<file path="config.mk">
export PLATFORM = sky130hd
export DESIGN_NAME = rstc_reset_controller
export DESIGN_NICKNAME = d
export VERILOG_FILES = /design/src/rstc_pkg.sv /design/src/rstc_reset_controller.sv
export VERILOG_INCLUDE_DIRS = /design/src
export SDC_FILE = /design/constraint.sdc
export NUM_CORES = 1
export LEC_CHECK = 0
export BUFFER_PORTS_ARGS = -buffer_cell sky130_fd_sc_hd__buf_4
export CAP_MARGIN = 5
export CORE_ASPECT_RATIO = 0.8
export CORE_UTILIZATION = 51
export CTS_CLUSTER_DIAMETER = 80
export CTS_CLUSTER_SIZE = 14
export DETAILED_ROUTE_END_ITERATION = 16
export GPL_TIMING_DRIVEN = 0
export HOLD_SLACK_MARGIN = 0.03
export PLACE_DENSITY = 0.92
export SYNTH_ARGS = -nofsm -noshare
export SYNTH_HDL_FRONTEND = slang
export SYNTH_SLANG_ARGS = --single-unit
export TNS_END_PERCENT = 1
</file>
<file path="constraint.sdc">
create_clock -name sys_clk_i -period 6.3 [get_ports sys_clk_i]
set_clock_uncertainty 0.2 [all_clocks]
set_input_delay 0.945 -clock sys_clk_i [delete_from_list [all_inputs] [get_ports sys_clk_i]]
set_output_delay 0.945 -clock sys_clk_i [all_outputs]
set_load 0.05 [all_outputs]
</file>
<file path="src/rstc_map.svh">
// Register offsets, field positions, reset values and timing counts of the reset controller
`ifndef RSTC_MAP_SVH
`define RSTC_MAP_SVH

// Register indices; byte address is four times the index
`define RSTC_IDX_FLAGS 8'h00
`define RSTC_IDX_SOFTWARE_RESET_REQUEST 8'h01

// Cause flag bit positions
`define RSTC_BIT_POR 0
`define RSTC_BIT_BOD 1
`define RSTC_BIT_EXT 2
`define RSTC_BIT_WDT 3
`define RSTC_BIT_SW 4
`define RSTC_BIT_DBG 5

// Software reset trigger bit in the request register
`define RSTC_BIT_SWTRIG 0

// Flag value right after a power-on reset
`define RSTC_FLAGS_POR 6'h01

// Unlock window length in CPU instructions
`define RSTC_CCP_WINDOW 3'h4

// Start-up time unit in microseconds, and the clock rate in MHz
`define RSTC_SUT_UNIT_US 1000
`define RSTC_CLK_MHZ 10
`define RSTC_SUT_STEP_CYC (`RSTC_SUT_UNIT_US * `RSTC_CLK_MHZ)

// Memory scan source code that means no scan at start-up
`define RSTC_CRC_NONE 2'h0

`endif

</file>
<file path="src/rstc_pkg.sv">
// Types of the reset controller
package rstc_pkg;

	// Reset sequence phases
	typedef enum logic [2:0]
	{
		RSTC_RUN,
		RSTC_HOLD,
		RSTC_FUSE,
		RSTC_SUT,
		RSTC_CRC
	} rstc_state_type;

	// Whole state of the controller
	typedef struct packed
	{
		rstc_state_type state;
		logic [5:0]     flags;
		logic           power;
		logic           por_boot;
		logic           sw_pend;
		logic           wdt_pend;
		logic [2:0]     win;
		logic [23:0]    cnt;
		logic           wr_flags;
		logic           wr_software_reset_request;
		logic [7:0]     rd;
	} rstc_regs_type;

endpackage

</file>
<file path="src/rstc_reset_controller.sv">
// Reset controller: source gathering, two-phase reset sequence, cause flags, AHB-Lite slave
`timescale 1ns/1ps
`include "rstc_map.svh"

// Function
// Controller always on; some sources fuse-enabled
// Every reset reloads fuse-loaded registers
// Record reset cause in flag register
// Power-on holds reset through whole init
// Power-on reasserts reset with no delay
// Brown-out resets; unused level forced minimum
// Enabled pin holds reset while low
// Watchdog time-out issues a reset
// Software trigger write starts full reset
// Debug reset only from external debugger
// Only power resets reset debug logic
// Hold while sources active, then init
// Start-up delay only after power resets
// Init lengthened by start-up memory scan
// Works in active and every sleep mode
// Software writes key, then register quickly
// Protected write without unlock is ignored
// Cause flag cleared by writing one
// Power-on clears all flags but power-on
// Flag bits: 5 debug down to 0 power-on
// After power-on only its flag until boot
// Software trigger bit always reads zero
// Internal reset released on a clock edge
module rstc_reset_controller
#(
	parameter int          SUT_STEP_CYC = `RSTC_SUT_STEP_CYC, // Cycles per start-up step
	parameter logic [7:0]  IO_KEY       = 8'h5A               // Unlock key, value arbitrary
)
(
	input  wire logic        sys_clk_i,
	input  wire logic        rst_n_i,
	// Reset sources
	input  wire logic        por_req_i,
	input  wire logic        bod_req_i,
	input  wire logic        bod_fuse_en_i,
	input  wire logic        chip_erase_i,
	input  wire logic        ext_reset_n_i,
	input  wire logic        reset_pin_config_i,
	input  wire logic        wdt_req_i,
	input  wire logic        dbg_reset_req_i,
	// Fuse settings and init helpers
	input  wire logic [2:0]  startup_time_setting_i,
	input  wire logic [1:0]  crc_source_select_i,
	input  wire logic        fuse_done_i,
	input  wire logic        crc_done_i,
	// Unlock key path from the CPU
	input  wire logic        ccp_key_wr_i,
	input  wire logic [7:0]  ccp_key_i,
	input  wire logic        cpu_insn_i,
	// AHB-Lite slave
	input  wire logic        hsel_i,
	input  wire logic [31:0] haddr_i,
	input  wire logic [1:0]  htrans_i,
	input  wire logic        hwrite_i,
	input  wire logic [2:0]  hsize_i,
	input  wire logic [31:0] hwdata_i,
	input  wire logic        hready_i,
	output logic      [31:0] hrdata_o,
	output logic             hreadyout_o,
	output logic             hresp_o,
	// Reset outputs
	output logic             sys_reset_n_o,
	output logic             dbg_reset_n_o,
	output logic             fuse_reload_o,
	output logic             crc_start_o,
	output logic             bod_force_min_o
);

	////////////////////////////////////////////////////////////////////////////
	// Declarations

	rstc_pkg::rstc_regs_type r_q;   // Registered state
	rstc_pkg::rstc_regs_type r_d;   // Next state
	logic [5:0]  src;               // Active sources in flag order
	logic        any_src;           // Any source requests reset
	logic        bod_act;           // Brown-out request, gated
	logic        ext_act;           // Pin request, gated
	logic        addr_ph;           // Valid address phase
	logic [7:0]  idx;               // Register index of the address
	logic [5:0]  clr;               // Flags cleared by software
	logic [5:0]  set;               // Flags set by hardware
	logic        crc_on;            // Start-up scan configured
	logic [23:0] sut_cyc;           // Start-up wait in cycles

	////////////////////////////////////////////////////////////////////////////
	// Source gathering

	// Brown-out always counts once its fuse enables it; the pin only when configured
	assign bod_act = bod_req_i && bod_fuse_en_i;
	assign ext_act = reset_pin_config_i && !ext_reset_n_i;

	// Flag-ordered vector; debug request only comes from the debugger port
	always_comb
	begin
		src = 6'h00;
		src[`RSTC_BIT_POR] = por_req_i;
		src[`RSTC_BIT_BOD] = bod_act;
		src[`RSTC_BIT_EXT] = ext_act;
		src[`RSTC_BIT_WDT] = r_q.wdt_pend;
		src[`RSTC_BIT_SW]  = r_q.sw_pend;
		src[`RSTC_BIT_DBG] = dbg_reset_req_i;
	end

	assign any_src = |src;
	assign crc_on  = crc_source_select_i != `RSTC_CRC_NONE;
	assign sut_cyc = 24'(int'(startup_time_setting_i) * SUT_STEP_CYC);

	////////////////////////////////////////////////////////////////////////////
	// Bus decode

	// Only NONSEQ/SEQ transfers count; IDLE and BUSY are ignored
	assign addr_ph = hsel_i && htrans_i[1] && hready_i;
	assign idx     = haddr_i[9:2];

	// Write-one clears on the flag register during its data phase
	assign clr = r_q.wr_flags ? hwdata_i[5:0] : 6'h00;

	// Hardware sets flags for all active sources, but only the power-on flag while not yet booted after power-on
	always_comb
	begin
		set = 6'h00;
		if (r_q.por_boot)
		begin
			set[`RSTC_BIT_POR] = por_req_i;
		end
		else
		begin
			set = src;
		end
	end

	////////////////////////////////////////////////////////////////////////////
	// Next-state logic

	// One process computes the whole next state
	always_comb
	begin
		r_d = r_q;
		r_d.wr_flags = 1'b0;
		r_d.wr_software_reset_request  = 1'b0;

		// Set wins over a same-cycle software clear
		r_d.flags = (r_q.flags & ~clr) | set;

		// Supply below threshold behaves like the power-on reset
		if (por_req_i)
		begin
			r_d.flags    = `RSTC_FLAGS_POR;
			r_d.por_boot = 1'b1;
		end

		// Remember whether a supply source was part of this reset
		if (por_req_i || bod_act)
		begin
			r_d.power = 1'b1;
		end

		// Watchdog time-out pulse is held until the hold phase sees it
		if (wdt_req_i)
		begin
			r_d.wdt_pend = 1'b1;
		end

		// Unlock window opens on the key, then runs down per instruction
		if (ccp_key_wr_i && ccp_key_i == IO_KEY)
		begin
			r_d.win = `RSTC_CCP_WINDOW;
		end
		else if (cpu_insn_i && r_q.win != 3'h0)
		begin
			r_d.win = r_q.win - 3'h1;
		end

		// Protected write only takes effect inside the window
		if (r_q.wr_software_reset_request && r_q.win != 3'h0)
		begin
			r_d.win = 3'h0;
			if (hwdata_i[`RSTC_BIT_SWTRIG])
			begin
				r_d.sw_pend = 1'b1;
			end
		end

		// Address phase: latch write target and prepare read data
		if (addr_ph)
		begin
			r_d.wr_flags = hwrite_i && idx == `RSTC_IDX_FLAGS;
			r_d.wr_software_reset_request  = hwrite_i && idx == `RSTC_IDX_SOFTWARE_RESET_REQUEST;
			// Trigger register and unmapped words read as zero
			r_d.rd = 8'h00;
			if (!hwrite_i && idx == `RSTC_IDX_FLAGS)
			begin
				r_d.rd = {2'b00, r_q.flags};
			end
		end

		// Reset sequence
		case (r_q.state)
			// Normal operation
			rstc_pkg::RSTC_RUN:
			begin
				if (any_src)
				begin
					r_d.state = rstc_pkg::RSTC_HOLD;
				end
			end
			// First phase: stay while any source is active
			rstc_pkg::RSTC_HOLD:
			begin
				// Single-shot sources have been recorded, so drop them
				r_d.sw_pend  = 1'b0;
				r_d.wdt_pend = 1'b0;
				if (!any_src)
				begin
					r_d.state = rstc_pkg::RSTC_FUSE;
				end
			end
			// Second phase: reload fuse-loaded registers
			rstc_pkg::RSTC_FUSE:
			begin
				if (fuse_done_i)
				begin
					if (r_q.power)
					begin
						r_d.state = rstc_pkg::RSTC_SUT;
						r_d.cnt   = sut_cyc;
					end
					else if (crc_on)
					begin
						r_d.state = rstc_pkg::RSTC_CRC;
					end
					else
					begin
						r_d.state = rstc_pkg::RSTC_RUN;
					end
				end
			end
			// Start-up delay after supply resets only
			rstc_pkg::RSTC_SUT:
			begin
				if (r_q.cnt != 24'h000000)
				begin
					r_d.cnt = r_q.cnt - 24'h000001;
				end
				else if (crc_on)
				begin
					r_d.state = rstc_pkg::RSTC_CRC;
				end
				else
				begin
					r_d.state = rstc_pkg::RSTC_RUN;
				end
			end
			// Memory scan stretches the init phase
			rstc_pkg::RSTC_CRC:
			begin
				if (crc_done_i)
				begin
					r_d.state = rstc_pkg::RSTC_RUN;
				end
			end
			// Unused encodings recover through a full sequence
			default:
			begin
				r_d.state = rstc_pkg::RSTC_HOLD;
			end
		endcase

		// Boot finished: clear supply marker and power-on lockout
		if (r_q.state != rstc_pkg::RSTC_RUN && r_d.state == rstc_pkg::RSTC_RUN)
		begin
			r_d.power    = 1'b0;
			r_d.por_boot = 1'b0;
		end

		// A new source restarts the sequence from any phase
		if (any_src && r_q.state != rstc_pkg::RSTC_RUN)
		begin
			r_d.state = rstc_pkg::RSTC_HOLD;
		end
	end

	////////////////////////////////////////////////////////////////////////////
	// State register

	// The power-on reset seeds the flags; nothing here depends on sleep state
	always_ff @(posedge sys_clk_i)
	begin
		if (!rst_n_i)
		begin
			r_q          <= '0;
			r_q.state    <= rstc_pkg::RSTC_HOLD;
			r_q.flags    <= `RSTC_FLAGS_POR;
			r_q.power    <= 1'b1;
			r_q.por_boot <= 1'b1;
		end
		else
		begin
			r_q <= r_d;
		end
	end

	////////////////////////////////////////////////////////////////////////////
	// Outputs

	// Zero-wait slave, always OKAY
	assign hreadyout_o = 1'b1;
	assign hresp_o     = 1'b0;
	assign hrdata_o    = {24'h000000, r_q.rd};

	// Release only from the registered RUN phase; supply drop cuts in at once
	assign sys_reset_n_o = rst_n_i && !por_req_i && !bod_act
		&& r_q.state == rstc_pkg::RSTC_RUN;

	// Debug logic sees supply resets only
	assign dbg_reset_n_o = rst_n_i && !por_req_i && !bod_act
		&& !(r_q.power && r_q.state == rstc_pkg::RSTC_HOLD);

	assign fuse_reload_o = r_q.state == rstc_pkg::RSTC_FUSE;
	assign crc_start_o   = r_q.state == rstc_pkg::RSTC_CRC;

	// Unused detector is pinned low while inside reset or erasing
	assign bod_force_min_o = !bod_fuse_en_i
		&& (chip_erase_i || r_q.state != rstc_pkg::RSTC_RUN);
endmodule

</file>
# After elaboration in Yosys (flattened, before gate mapping)
# Index checks and enable logic that the tools add are counted.
# W data, S select, Z words.
[totals]
register_bits = 50
in_bits = 99
wordCells = 94
[op_classes]
add_sub_neg = 2
multipliers = 1
eq_ne = 9
mux = 20
bitwise_logic = 4
reduce_logical = 46
[op_table]
columns = ["operator", "count"]
rows = [
  ["$mux W24", 3],
  ["$pmux W24 S2", 1],
  ["$mux W3", 9],
  ["$reduce_bool A24 Y1", 1],
  ["$sub A24 B1 Y24 const B", 1],
  ["$logic_and A1 B1 Y1", 18],
  ["$pmux W3 S5", 1],
  ["$mul A3 B10 Y13 const B", 1],
  ["$mux W6", 2],
  ["$reduce_bool A2 Y1", 5],
  ["$eq A8 B1 Y1 const B", 1],
  ["$eq A8 B7 Y1 const B", 1],
  ["$logic_not A8 Y1", 1],
  ["$reduce_or A2 Y1", 4],
  ["$and A6 B6 Y6", 1],
  ["$eq A3 B2 Y1 const B", 2],
  ["$logic_not A1 Y1", 6],
  ["$logic_not A3 Y1", 2],
  ["$not A6 Y6", 1],
  ["$or A6 B6 Y6", 1],
  ["$reduce_bool A3 Y1", 2],
  ["$reduce_or A6 Y1", 1],
  ["$mux W5", 1],
  ["$ne A2 B2 Y1 const B", 2],
  ["11 further kinds", 14],
]

# Depth between registers and ports, before layout
[logic_depth]
word_depth = 8
depth_mapped = 10

# Worst setup path after synthesis
# OpenSTA, ideal clock, no wires.
[synth_path]
path_kind = "input port to output port"
startpoint = "input port rst_n_i"
endpoint = "output port dbg_reset_n_o"
t_arrival_ps = 2389
required_time_ps = 5155
path_slack_ps = 2766
path_stages = 5
cell_sequence = "clkbuf_1 > nand2b_1 > clkbuf_1 > nand2b_1 > a31oi_1"
[synth_between]
elab_chain_len = 3
[synth_lines]
columns = ["item", "line", "text"]
rows = [
  ["from (decl)", "rstc_reset_controller.sv:36", "input wire logic rst_n_i,"],
  ["$logic_and A1 B1 Y1 (2 in series)", "rstc_reset_controller.sv:321", "assign dbg_reset_n_o = rst_n_i && !por_req_i && !bod_act"],
  ["$logic_and A1 B1 Y1", "rstc_reset_controller.sv:322", "&& !(r_q.power && r_q.state == rstc_pkg::RSTC_HOLD);"],
  ["to (decl)", "rstc_reset_controller.sv:68", "output logic dbg_reset_n_o,"],
]
# Every way passes these cells.

# Worst setup path after layout
# Same ends and word-level chain as after synthesis.

==> reports/metrics.yaml <==
status:
  status: "complete, no violations"
setup_path:
  required_ns: 5.15
  critPathLaunchType: "primary input"
  arrival_ns: 2.17
  critical_path.max_fanout: 9
  reg2reg_from: "r_q[20]"
  r2r_slack_ns: 3.26
  worst-r2r-cell-count: 8
  r2r-end: "r_q[17]"
  endpoint_kind: "output port"
  crit_type: "primary input to output port"
yosys:
  synth_edf_count: 0
  yosys-top-cells-area: "dfxtp_1 (31%), buf_4 (8.8%), nand2_1 (4.5%), ha_1 (4.1%), nor2_1 (4.0%)"
  syn_area_um2: 3060
  synth_seq_area_share_pct: 31.4
  synth-seq-cells: 48
  syn-instance-count: 388
  synth_largest_area_cell: "dfxtp_1"
  synthArstFlopShare_pct: 0
  ys_types: 51
  synth.avg_cell_area_um2: 7.90
  synth_warnings: 0
  synth_top_area_share_pct: 31.4
  synthFlopType: "dfxtp_1"
hold_path:
  hold_depth: 1
  hold-path-endpoint: "r_q[41]"
  hp-class: "register to register"
  hold_start: "r_q[41]"
clocking:
  cts.reportedPaths.clkPinSlew_ns: 0.09
  postCtsSetupRepairBufs: 0
  cts_tree: "yes"
  cts-root-buf: "clkbuf_8"
  clock_sinks: 48
  clk_latency_ns: 0.31
  numCtsBuffers: 5
  hold_buffers: 0
  cts-htree-levels: 2
  cts_resized: 0
  clockBufferDepth: 2
timing:
  rsz0062_at_grt: "no"
  fin_ws_ns: 2.98
  final.period_utilization_pct: 52.6
  tightest_slew_ns: 0.892
  fin_tns_setup_ns: 0
  hold_viol: 0
  whs_ns: 0.282
  fmax_mhz: 302
  drv_slew: 0
  post-route-min-period_ns: 3.32
  setup_viol: 0
  maxSlewHeadroom_pct: 40.0
placement:
  place_ws_ns: 3.00
  routabilityCongestion: 0.911
  place_hpwl_mm: 5.93
  io_buffer_count: 54
die:
  die_w_um: 88.7
  rows: 24
  dieArea_um2: 6320
  core-area_um2: 5620
  num_io_pins: 138
  die_height_um: 71.3
  start_util_pct: 54.6
finish:
  num-fill-cells: 459
  drive_gt1_share_pct: 23.3
  synthToLayoutAreaGrowth_pct: 22.8
  nets: 587
  multi_input_comb_area_um2: 1820
  n_antenna_cell: 0
  ff_latch_area_um2: 961
detailed_routing:
  route.detailed.drc: 0
  ant_nets: 0
  first_iter_violations: 353
  drtPass1Iterations: 5
  vias_per_cell: 5.50
  wl_per_cell_um: 13.7
  postRouteWirelength_mm: 7.57
  vias: 3045
grt:
  grt_usage_pct: 24.5
  overflow: 0
  grt_antenna_before_repair: 0
  grt_pass1_vias: 2729
  grt_pass1_wl_mm: 12.1
  grt_max_degree: 16
flow_run:
  drv_cap: 0
pwr:
  total_power_w: 0.000955
  p_leak_nw: 1.69
  ir_worst_vdd_mv: 0.121
  power_density_nw_per_um2: 254
[area by class of cell]
type | count | area share, %
Multi-Input combinational cell | 301 | 48.3
Sequential cell | 48 | 25.5
Timing Repair Buffer | 54 | 10.8
Buffer | 52 | 8.88
Tap cell | 78 | 2.59
Clock buffer | 6 | 2.19
Inverter | 13 | 1.30
Clock inverter | 2 | 0.399
[worst max-delay path: stages]
cell	delay, ns
clkbuf_1	0.30
nand2b_1	0.10
clkbuf_1	0.22
nand2b_1	0.23
a31oi_1	0.15
buf_4	0.22
[cells in the final DEF (no fill, tap or decap), types with 4 or more instances in the layout]
master and n:
inv_1 13, a21o_1 5, o21a_1 5, conb_1 28, nand2b_1 6, a211oi_1 4, buf_4 90, clkbuf_1 13
or4_1 7, clkbuf_8 6, nor2_1 33, ha_1 10, dfxtp_1 48, o21ai_0 19, nand2_1 37, and2_1 6
and3_1 4, nor4_1 8, o211ai_1 5, nor3b_1 4, xnor2_1 8, a22oi_1 7, nor2b_1 15, nand4_1 4
nand3_1 13, a21oi_1 21, nor3_1 11
[how the worst max path moves through the flow]
| stage | from | end | cells past startpoint |
|---|---|---|---|
| after floorplan | rst_n_i | dbg_reset_n_o | 5 |
| final | rst_n_i | dbg_reset_n_o | 6 |
| after detailed placement | rst_n_i | dbg_reset_n_o | 6 |
| after CTS | rst_n_i | dbg_reset_n_o | 6 |
| after global placement | rst_n_i | dbg_reset_n_o | 6 |
| after global routing | rst_n_i | dbg_reset_n_o | 6 |
[Yosys cell counts, drive strengths merged (7+ instances only)]
cell type	number
nor2b	15
o21ai	19
nand3	13
or4	7
nor4	9
a22oi	7
nor2	33
nor3	11
a21oi	21
clkbuf	13
ha	10
nand2	37
buf	39
inv	13
dfxtp	48
xnor2	8
[stage by stage]
step           area [µm²]  util, %  instances
2_1_floorplan        3160        -        414
3_3_place_gp         3660     65.3        546
3_5_place_dp         3660     65.3        546
4_1_cts              3760     67.0        554
5_1_grt              3760     67.0        554
6_report             3760     67.0        554
[sequential cells by signal, summed over array words and instances, names as in the netlist]
register,cells
hrdata_o,6
r_q,42
[cell families after synthesis]
| kind of cell | after synthesis | share of synthesized area, % |
|---|---|---|
| other | 2 | 0.245 |
| DFF | 48 | 31.4 |
| and+or+nand+nor | 159 | 27.5 |
| xor gates and xnor gates | 10 | 2.86 |
| AOI/OAI and AO/OA | 90 | 19.2 |
| adders and majority gates | 13 | 6.04 |
| muxes | 1 | 0.327 |
| buffers and inverters | 65 | 12.5 |
[layer usage]
layer  vias to the layer above  share of wire, %  global-route usage [%]
li1                       1477                 -                       -
met1                      1387                45                    34.2
met2                       171                45                    38.1
met3                        10               8.6                    4.72
met4                         0               1.2                    7.53
met5                         -                 0                       0
[where the power goes]
| part | internal [W] | switching [W] | total, W |
|---|---|---|---|
| Sequential | 0.000325 | 0.0000208 | 0.000346 |
| Combinational | 0.000156 | 0.000255 | 0.000411 |
| Clock | 0.0000890 | 0.000110 | 0.000199 |
Note: power is estimated with default switching activity, not from simulation.
